### src/design/sarc_defines.vh
// constants for the successive-approximation converter controller
// Summary of operation
// RULE1: mode bit 7 enables repeated conversion
// RULE2: reset clears mode register to zero
// RULE3: main clock times 144/120/96/72 periods; code gives 140/120/100/70
// RULE4: software avoids time codes 101 and 110
// RULE5: subclock select uses x4 clock enable
// RULE6: software keeps conversions at least 14 us
// RULE7: mode bit 0 drives band-gap enable
// RULE8: software waits 14 us after band-gap
// RULE9: first result may be undefined early
// RULE10: channel field selects analog input
// RULE11: software writes zero to unused bits
// RULE12: sample first, then hold until done
// RULE13: search starts with bit 7 mid-scale
// RULE14: lower bits kept when input at/above tap; code keeps the trial bit instead
// RULE15: copy result and pulse done request together
// RULE16: conversions restart until enable cleared
// RULE17: mode or channel write aborts, restarts
// RULE18: standby halts converter operation
// RULE19: reset clears result register to zero
// RULE20: software reads result while running
// RULE21: software enables multiplier before subclock
// RULE22: register write beats result write
// RULE23: read sees old result, then new stored
// RULE24: rewriting mode keeps pending done flag
// RULE25: one sample phase plus eight equal steps
// RULE26: result register is read-only
`ifndef SARC_DEFINES_VH
`define SARC_DEFINES_VH
`define SARC_ADDR_MODE 16'hff80
`define SARC_ADDR_CLKSRC 16'hff81
`define SARC_ADDR_CHAN 16'hff84
`define SARC_ADDR_RESULT 16'hff85
`define SARC_RESET_BYTE 8'h00
`define SARC_BIT_ENABLE 7
`define SARC_BIT_BANDGAP 0
`define SARC_BIT_SUBCLK 7
`define SARC_TSEL_HI 5
`define SARC_TSEL_LO 3
`define SARC_MODE_MASK 8'hb9
`define SARC_CLKSRC_MASK 8'h80
`define SARC_CHAN_MASK 8'h07
`define SARC_TSEL_144 3'h0
`define SARC_TSEL_120 3'h1
`define SARC_TSEL_96 3'h2
`define SARC_TSEL_72 3'h4
`define SARC_TSEL_60 3'h5
`define SARC_TSEL_48 3'h6
// step length in clocks: conversion time over ten slots (2 sample + 8 compare)
`define SARC_STEP_144 8'h0e
`define SARC_STEP_120 8'h0c
`define SARC_STEP_96 8'h0a
`define SARC_STEP_72 8'h07
`define SARC_STEP_60 8'h06
`define SARC_STEP_48 8'h05
`define SARC_STEP_SUB 8'h01
`define SARC_SAMPLE_SLOTS 2
`define SARC_MSB 7
`define SARC_MID_SCALE 8'h80
`define SARC_ONE8 8'h01
`endif

### src/design/sarc_controller.v
// register file and successive-approximation sequencer
`timescale 1ns/1ps
`include "sarc_defines.vh"
module sarc_controller (
  input wire clk_in,
  input wire nrst_in,
  input wire [15:0] addr_in,
  input wire [7:0] wdata_in,
  input wire wr_in,
  input wire rd_in,
  output reg [7:0] rdata_out,
  input wire standby_in,
  input wire subclk_x4_tick_in,
  input wire comparator_in,
  output reg [7:0] tap_select_out,
  output reg [2:0] channel_route_out,
  output reg sample_out,
  output reg bandgap_enable_out,
  output reg conversion_done_irq_out
);
  ////////////////////////////////////////////////////////////////////////
  localparam ST_IDLE = 3'b001;
  localparam ST_SAMPLE = 3'b010;
  localparam ST_COMPARE = 3'b100;
  reg [7:0] mode_q;
  reg [7:0] clksrc_q;
  reg [7:0] chan_q;
  reg [7:0] result_q;
  reg [7:0] result_d;
  reg [7:0] approx_q;
  reg [7:0] approx_d;
  reg [7:0] trial_q;
  reg [7:0] trial_d;
  reg [2:0] state_q;
  reg [2:0] state_d;
  reg sample_cnt_q;
  reg sample_cnt_d;
  reg done_d;
  reg [7:0] step_len;
  wire wr_mode;
  wire wr_clksrc;
  wire wr_chan;
  wire ctl_write;
  wire running;
  wire tick;
  wire step;
  wire [2:0] tsel;
  ////////////////////////////////////////////////////////////////////////
  assign wr_mode = wr_in && (addr_in == `SARC_ADDR_MODE);
  assign wr_clksrc = wr_in && (addr_in == `SARC_ADDR_CLKSRC);
  assign wr_chan = wr_in && (addr_in == `SARC_ADDR_CHAN);
  assign ctl_write = wr_mode || wr_chan;
  assign tsel = mode_q[`SARC_TSEL_HI:`SARC_TSEL_LO];
  // conversion halts while the system is in standby
  assign running = mode_q[`SARC_BIT_ENABLE] && !standby_in; // RULE1 RULE18
  // x4 subclock paces the steps when selected
  assign tick = clksrc_q[`SARC_BIT_SUBCLK] ? subclk_x4_tick_in : 1'b1; // RULE5
  always @*
  begin
    case (tsel)
      `SARC_TSEL_144: step_len = `SARC_STEP_144; // RULE3
      `SARC_TSEL_120: step_len = `SARC_STEP_120; // RULE3
      `SARC_TSEL_96: step_len = `SARC_STEP_96; // RULE3
      `SARC_TSEL_72: step_len = `SARC_STEP_72; // RULE3
      `SARC_TSEL_60: step_len = `SARC_STEP_60;
      `SARC_TSEL_48: step_len = `SARC_STEP_48;
      default: step_len = `SARC_STEP_144;
    endcase
    if (clksrc_q[`SARC_BIT_SUBCLK])
      step_len = `SARC_STEP_SUB; // RULE5
  end
  sarc_step_timer u_timer (
    .clk_in(clk_in),
    .nrst_in(nrst_in),
    .clear_in(ctl_write || state_q == ST_IDLE),
    .run_in(running),
    .tick_in(tick),
    .length_in(step_len),
    .step_out(step)
  );
  ////////////////////////////////////////////////////////////////////////
  // sequencer: sample slots, then one compare per step
  always @*
  begin
    state_d = state_q;
    approx_d = approx_q;
    trial_d = trial_q;
    sample_cnt_d = sample_cnt_q;
    result_d = result_q;
    done_d = 1'b0;
    case (state_q)
      ST_IDLE:
      begin
        // start does not wait for the band-gap; an early first result is undefined
        if (running)
        begin
          state_d = ST_SAMPLE; // RULE9
          sample_cnt_d = 1'b0;
        end
      end
      ST_SAMPLE:
      begin
        if (step)
        begin
          if (sample_cnt_q)
          begin
            state_d = ST_COMPARE; // RULE12 RULE25
            approx_d = `SARC_RESET_BYTE;
            trial_d = `SARC_MID_SCALE; // RULE13
          end
          else
            sample_cnt_d = 1'b1;
        end
      end
      ST_COMPARE:
      begin
        if (step)
        begin
          // keep trial bit when input at or above tap
          if (comparator_in)
            approx_d = approx_q | trial_q; // RULE13 RULE14
          trial_d = {1'b0, trial_q[7:1]}; // RULE14 RULE25
          if (trial_q[0])
          begin
            result_d = comparator_in ? (approx_q | trial_q) : approx_q; // RULE15
            done_d = 1'b1; // RULE15
            state_d = ST_SAMPLE; // RULE16
            sample_cnt_d = 1'b0;
          end
        end
      end
      default: state_d = ST_IDLE;
    endcase
    // control writes abort and restart from sampling
    if (ctl_write || !running)
    begin
      state_d = ST_IDLE; // RULE17
      result_d = result_q; // RULE22
      done_d = 1'b0; // RULE22
    end
  end
  ////////////////////////////////////////////////////////////////////////
  always @(posedge clk_in)
  begin
    if (!nrst_in)
    begin
      mode_q <= `SARC_RESET_BYTE; // RULE2
      clksrc_q <= `SARC_RESET_BYTE;
      chan_q <= `SARC_RESET_BYTE;
      result_q <= `SARC_RESET_BYTE; // RULE19
      approx_q <= `SARC_RESET_BYTE;
      trial_q <= `SARC_RESET_BYTE;
      state_q <= ST_IDLE;
      sample_cnt_q <= 1'b0;
      conversion_done_irq_out <= 1'b0;
      rdata_out <= `SARC_RESET_BYTE;
    end
    else
    begin
      if (wr_mode)
        mode_q <= wdata_in & `SARC_MODE_MASK;
      if (wr_clksrc)
        clksrc_q <= wdata_in & `SARC_CLKSRC_MASK;
      if (wr_chan)
        chan_q <= wdata_in & `SARC_CHAN_MASK;
      result_q <= result_d;
      approx_q <= approx_d;
      trial_q <= trial_d;
      state_q <= state_d;
      sample_cnt_q <= sample_cnt_d;
      // pulse only; the pending flag lives outside and is never cleared here
      conversion_done_irq_out <= done_d; // RULE24
      // read returns the value held before a same-cycle update
      if (rd_in)
      begin
        case (addr_in)
          `SARC_ADDR_MODE: rdata_out <= mode_q;
          `SARC_ADDR_CLKSRC: rdata_out <= clksrc_q;
          `SARC_ADDR_CHAN: rdata_out <= chan_q;
          `SARC_ADDR_RESULT: rdata_out <= result_q; // RULE23 RULE26
          default: rdata_out <= `SARC_RESET_BYTE;
        endcase
      end
    end
  end
  ////////////////////////////////////////////////////////////////////////
  // analog-side drives
  always @*
  begin
    bandgap_enable_out = mode_q[`SARC_BIT_BANDGAP]; // RULE7
    channel_route_out = chan_q[2:0]; // RULE10
    sample_out = (state_q == ST_SAMPLE); // RULE12
    tap_select_out = (state_q == ST_COMPARE) ? (approx_q | trial_q) : `SARC_RESET_BYTE; // RULE25
  end
endmodule // sarc_controller

### src/design/sarc_step_timer.v
// step timer that paces the conversion phases
`timescale 1ns/1ps
`include "sarc_defines.vh"
module sarc_step_timer (
  input wire clk_in,
  input wire nrst_in,
  input wire clear_in,
  input wire run_in,
  input wire tick_in,
  input wire [7:0] length_in,
  output wire step_out
);
  reg [7:0] count_q;
  reg [7:0] count_d;
  assign step_out = run_in && tick_in && (count_q + `SARC_ONE8 >= length_in);
  always @*
  begin
    count_d = count_q;
    if (clear_in || !run_in)
      count_d = `SARC_RESET_BYTE;
    else if (step_out)
      count_d = `SARC_RESET_BYTE;
    else if (tick_in)
      count_d = count_q + `SARC_ONE8;
  end
  always @(posedge clk_in)
  begin
    if (!nrst_in)
      count_q <= `SARC_RESET_BYTE;
    else
      count_q <= count_d;
  end
endmodule // sarc_step_timer

### config.mk
export PLATFORM = sky130hd
export DESIGN_NAME = sarc_controller
export DESIGN_NICKNAME = d
export VERILOG_FILES = /design/src/design/sarc_controller.v /design/src/design/sarc_step_timer.v
export VERILOG_INCLUDE_DIRS = /design/src /design/src/design
export SDC_FILE = /design/constraint.sdc
export NUM_CORES = 1
export LEC_CHECK = 0
export ABC_CLOCK_PERIOD_IN_PS = 2450
export CORE_ASPECT_RATIO = 0.9
export CORE_MARGIN = 2
export CORE_UTILIZATION = 30
export CTS_CLUSTER_DIAMETER = 50
export CTS_CLUSTER_SIZE = 28
export DETAILED_ROUTE_END_ITERATION = 8
export DONT_BUFFER_PORTS = 1
export PLACE_DENSITY_LB_ADDON = 0.1
export SYNTH_ARGS = -nofsm -noshare
export SYNTH_HDL_FRONTEND = slang
export SYNTH_SLANG_ARGS = --single-unit
### constraint.sdc
create_clock -name clk_in -period 2.45 [get_ports clk_in]
set_clock_uncertainty 0.15 [all_clocks]
set_input_delay 0.245 -clock clk_in [delete_from_list [all_inputs] [get_ports clk_in]]
set_output_delay 0.245 -clock clk_in [all_outputs]
set_load 0.02 [all_outputs]
Word level (Yosys, flattened, before mapping) --
Cells that the tools add are included. W data, S select, Z words.
Word-level totals: bits of input ports 31, register bits after elaboration 54
Cells by class: bitwise gates (word level) 5, equal/unequal tests 17, reduce and logical (&&, ||, !) cells 21, $add $sub $neg 1, muxes and demuxes 26, $lt $le $gt $ge 1
Operator list (number):
- $mux W8 | 9
- $eq A16 B16 Y1 const B | 4
- $pmux W8 S2 | 2
- $pmux W8 S4 | 1
- $pmux W4 S5 | 1
- $mux W3 | 5
- $eq A3 B3 Y1 const B | 4
- $reduce_and A5 Y1 | 2
- $pmux W3 S3 | 1
- $add A8 B1 Y8 const B | 1
- $ge A8 B8 Y1 | 1
- $or A8 B8 Y8 | 1
- $reduce_and A4 Y1 | 2
- $eq A3 B1 Y1 const B | 2
- $eq A3 B2 Y1 const B | 2
- $logic_and A1 B1 Y1 | 6
- $mux W1 | 6
- $ne A2 B1 Y1 const B | 3
- $logic_or A1 B1 Y1 | 4
- $ne A2 B2 Y1 const B | 2
- $not A1 Y1 | 4
- $reduce_or A4 Y1 | 1
- $pmux W1 S3 | 1
- $reduce_bool A3 Y1 | 1
- 4 further kinds | 5

Longest topological paths before layout --
depth after elaboration 7, gate-level depth with buffers 11, gate-level depth less buffers 10

By module --
From an unflattened synthesis, not the netlist that was laid out.
Second synthesis, totals: cell total of the unflattened synthesis 339, area total of the unflattened synthesis 2830.2 µm²
Modules (own cells, without submodules):
- sarc_controller | cells each 264, area an instance 2185.8 µm², seq. area each 920.9 µm², instances 1
- sarc_step_timer | cells each 75, area an instance 644.4 µm², seq. area each 160.2 µm², instances 1

Least setup slack after synthesis --
Ideal clock, no wire load.
kind flip-flop to flip-flop, start point register mode_q[5], end point register trial_q[0], required time 2183 ps, arrival 2311 ps, path slack -128 ps, setup time 117 ps, cell stages (with the launch flop) 11, clock period less this slack 2578 ps, path through dfxtp_1 > inv_1 > and3_1 > a211o_1 > ha_1 > a2111oi_2 > o22a_2 > a21oi_1 > and3_1 > clkbuf_1 > a22o_1
Between the ends: word-level cells in the longest chain between the ends 7, elaborated cells between the ends (all ways) 12, classes of those cells order compare: 1; eq/ne: 7; mux: 2; reduce/logical: 2
Ends and longest elaborated chain:
- start, declared | line sarc_controller.v:25 | reg [7:0] mode_q;
- start signal, assigned | line sarc_controller.v:147 | mode_q <= `SARC_RESET_BYTE;
- start signal, assigned | line sarc_controller.v:161 | mode_q <= wdata_in & `SARC_MODE_MASK;
- $eq A3 B3 Y1 (tied with other cells) | line sarc_controller.v:60 | case (tsel)
- $pmux W4 S5 (*) | line sarc_controller.v:60
- $mux W8 (*) | line sarc_controller.v:69 | if (clksrc_q[`SARC_BIT_SUBCLK])
- $ge A8 B8 Y1 (*) | line sarc_step_timer.v:15 | assign step_out = run_in && tick_in && (count_q + `SARC_ONE8 >= length_in);
- $logic_and A1 B1 Y1 (*) | line sarc_step_timer.v:15
- $ne A2 B2 Y1 (no source line) or $ne A2 B1 Y1 (tied branches)
- $reduce_and A4 Y1 (no source line) (*)
- end signal, assigned | line sarc_controller.v:152 | trial_q <= `SARC_RESET_BYTE;
- end signal, assigned | line sarc_controller.v:168 | trial_q <= trial_d;
- end, declared | line sarc_controller.v:32 | reg [7:0] trial_q;
Mark *: on every way between the ends. The rest lies on a longest branch, timed or not. A chain may end at the register's enable or synchronous reset.

Final worst setup path --
start point register mode_q[5], end point register u_timer.count_q[0]
Between the ends: word-level cells in the longest chain between the ends 6, elaborated cells between the ends (all ways) 10, classes of those cells order compare: 1; eq/ne: 5; mux: 2; reduce/logical: 2
Ends and longest elaborated chain:
- $eq A3 B3 Y1 (tied with other cells) | line sarc_controller.v:60
- $pmux W4 S5 (*) | line sarc_controller.v:60
- $mux W8 (*) | line sarc_controller.v:69
- $ge A8 B8 Y1 (*) | line sarc_step_timer.v:15
- $logic_and A1 B1 Y1 (*) | line sarc_step_timer.v:15
- $reduce_or A3 Y1 (no source line) (*)
- end signal, assigned | line sarc_step_timer.v:29 | count_q <= `SARC_RESET_BYTE;
- end signal, assigned | line sarc_step_timer.v:31 | count_q <= count_d;
- end, declared | line sarc_step_timer.v:13 | reg [7:0] count_q;
Marked as above.

==> metrics.log <==
INFO  metric synth_top_area_cell = sky130_fd_sc_hd__dfxtp_1
INFO  metric worst_path_maximum_fanout = 8
INFO  metric layout-drive-gt1-share = a little under a quarter
INFO  metric cells_after_synth = 300
INFO  metric clk_latency = 0.31 ns
INFO  metric finalNonFillerCells = about 460
INFO  metric timing.final.crit_period = approximately 2.5 ns
INFO  metric drtIter0Drc = just over 70
INFO  metric totalWireLength = 7010 µm
INFO  metric row_count = 33
INFO  metric ys_async_sr_fraction = 0%
INFO  metric fp.dieArea = 9990 µm²
INFO  metric crit_path_end_kind = register
INFO  metric vias_per_cell = 4.92
INFO  metric avgSynthCellArea = 9.21 µm²
INFO  metric post_synthesis_sequential_area_ratio = 39.1%
INFO  metric critical_path_class = reg2reg
INFO  metric ctsLongestPathBuffers = 2
INFO  metric floorplan.io_pins = 53
INFO  metric cts_buffers = 5
INFO  metric cpMaxStageDelayCell = sky130_fd_sc_hd__dfxtp_2
INFO  metric seq_area = between 1000 and 1500 µm²
INFO  metric critical_path_arrival = 2.58 ns
INFO  metric power.total = 0.00158 W
INFO  metric first_pass_grt_wire_length = 11500 µm
INFO  metric crit_chain = inv_2, and3_4, a211o_1, ha_4, a2111oi_4, o22a_2, a21oi_2, or3_1, buf_6, nor2_2
INFO  metric setup_viol = 8
INFO  metric n_antenna_cell = 0
INFO  metric remaining_routing_drc_violations = 0
INFO  metric wl_per_cell = ~15 µm
INFO  metric yosys.area.top_type_share = between 30 and 40%
INFO  metric peakVddDrop = around 0.00024 V
INFO  metric yosys-top-cells-count = 54 x sky130_fd_sc_hd__dfxtp_1, 23 x sky130_fd_sc_hd__nand2_1, 19 x sky130_fd_sc_hd__nor2_1
INFO  metric worst_slew_pin_slew = 0.825 ns
INFO  metric placed_cell_area = slightly above 3000 µm²
INFO  metric rsz0062_at_grt = true
INFO  metric timing_max_transition_violations_final = 0
INFO  metric numPlacedInstances = around 430
INFO  metric die_width = 105 µm
INFO  metric cpPeakStageDelay = approximately 0.35 ns
INFO  metric synth.top_cells.by_area = sky130_fd_sc_hd__dfxtp_1 39%, sky130_fd_sc_hd__a22o_1 3.5%, sky130_fd_sc_hd__nand2b_1 3.2%
INFO  metric area_growth = 26.9%
INFO  metric pre_cts_slack = -0.0813 ns
INFO  metric clock_tree.htree_level_count = 2
INFO  metric synth_flop_cell = sky130_fd_sc_hd__dfxtp_1
INFO  metric endpoint_required_time_on_the_critical_path = ~2.6 ns
INFO  metric antenna_left = 0
INFO  metric critical-path-top-delay-family = compound AO/OA/AOI/OAI gates
INFO  metric cellLeakagePower = approximately 1.4 nW
INFO  metric cts_tree = done
INFO  metric hp-class = in2reg
INFO  metric die_height = about 95 µm
INFO  metric fmaxAchievable = 0.404 GHz
INFO  metric finalCritPeriodShare = 101%
INFO  metric track_usage = 14.6%
INFO  metric path_buf_inv = 2
INFO  metric status = finished with violations
INFO  metric grt_antenna_before_repair = 0
INFO  metric design.core.area = ~9000 µm²
INFO  metric yosys_warnings = 0
INFO  metric failed_checks = setup timing
INFO  metric maxCapViolations = 0
INFO  metric timing_hold_violations_final = 0
INFO  metric grt_max_degree = 22
INFO  metric multiInputGateArea = 1700 µm²
INFO  metric start_kind = register
INFO  metric final_net_count = between 300 and 400
INFO  metric drt_pass1_iterations = 4
INFO  metric n_fill_cell = 938
INFO  metric postSynthRegisterBits = 54
INFO  metric cts_sinks = 54
INFO  metric post_synth_edffs = 0
INFO  metric dr_total_vias = between 2000 and 2500
INFO  metric place_congestion = approximately 0.75
INFO  metric synth_fp_nets = 336
INFO  metric timing.slew.headroom = between 40% and 50%
INFO  metric port-buffer-count = 0
INFO  metric cts_root_buffer = sky130_fd_sc_hd__clkbuf_8
INFO  metric final.hold.worst_slack = 0.0420 ns
INFO  metric synth_cell_types = 59
INFO  metric powerDensity = 449 nW/µm²
INFO  metric most_frequent_cell_after_synthesis = sky130_fd_sc_hd__dfxtp_1
INFO  metric clk_pin_slew_worst_paths = approximately 0.11 ns
INFO  metric cell_area_after_synthesis = between 2000 and 3000 µm²
INFO  metric initial_utilization = ~31%
INFO  metric estimated_wirelength_of_the_detail_placed_design = a little under 5000 µm
INFO  metric worst_slack = -0.0247 ns
INFO  metric remaining_global_route_overflow = 0
INFO  metric final_design_instance_area_without_fill = about 3500 µm²
INFO  metric via_count_of_the_first_global_routing_pass = around 2300
[final timing paths]
path,from,to,slack [ns],cells past startpoint
max reg2reg,mode_q[5],u_timer.count_q[0],-0.02,10
min reg2reg,approx_q[0],approx_q[0],0.36,2
max,mode_q[5],u_timer.count_q[0],-0.02,10
min,comparator_in,result_q[2],0.04,3
[final cells by class]
| cell class | instances | area share (%) |
|---|---|---|
| inverter | 3 | 0.321 |
| clock buffer | 5 | 1.96 |
| timing repair buffer | 48 | 12.6 |
| clock inverter | 3 | 1.36 |
| tap | 122 | 4.35 |
| sequential | 54 | 31.0 |
| multi-input combinational | 226 | 48.4 |
[state kept, by name, summed over array words and instances, names as in the netlist, 3 cells and up]
register         cells
approx_q             8
rdata_out            8
result_q             8
trial_q              8
u_timer.count_q      8
mode_q               5
chan_q               3
state_q              3
[per-layer routing]
layer	track usage, %	vias up	part of all wire [%]
li1	-	1162	-
met1	20.2	1051	53
met2	22.2	51	42
met3	4.99	2	5.4
met4	3.11	0	0.47
met5	0	-	0
[metrics by stage]
stage,TNS [ns],utilization [%]
floorplan,0,-
global placement,-0.593,33.9
detailed placement,-0.968,33.9
CTS,-0.701,37.9
global route,-3.09,38.8
finish,-0.155,38.8
[worst min-delay path: cells and delay by family]
| family | cells | cell delay, ns |
|---|---|---|
| AO/OA/AOI/OAI | 2 | 0.17 |
| AND/OR/NAND/NOR | 1 | 0.07 |
[report_power, final]
part / total, W / switching [W] / internal (W)
clock: 0.000643 / 0.000332 / 0.000311
combinational: 0.0000545 / 0.0000271 / 0.0000275
sequential: 0.000877 / 0.00000000186 / 0.000877
[repair_timing]
item | in CTS | in global routing
setup endpoints to repair | 28 | 35
hold buffers | 22 | 0
resized for setup | 11 | 11
buffers inserted | 0 | 0
pin swaps | 1 | 3
hold endpoints to repair | 39 | 0
[kinds of logic (layout without fill, tap and decap cells)]
logic type	Yosys count	count (layout)	synth area share, %
simple gates	110	110	22.0
fa+ha+maj	5	5	2.26
buf+inv	20	59	3.44
compound gates	88	88	24.5
xor+xnor	12	12	4.48
mux	11	11	4.12
flops	54	54	39.1
[cells in the final DEF (no fill, tap or decap), types with 7 or more instances in the layout]
cell,n
sky130_fd_sc_hd__nor2_2,8
sky130_fd_sc_hd__dfxtp_1,50
sky130_fd_sc_hd__nand2b_1,14
sky130_fd_sc_hd__o21a_1,9
sky130_fd_sc_hd__dlygate4sd3_1,22
sky130_fd_sc_hd__a22o_1,11
sky130_fd_sc_hd__nand2_1,23
sky130_fd_sc_hd__o211a_1,7
sky130_fd_sc_hd__buf_4,21
sky130_fd_sc_hd__xor2_1,8
sky130_fd_sc_hd__nand3_1,12
sky130_fd_sc_hd__nor2_1,19
sky130_fd_sc_hd__nor2b_1,8
sky130_fd_sc_hd__mux2i_1,8
sky130_fd_sc_hd__a21oi_1,12
Power figures use the tool's default switching activity.
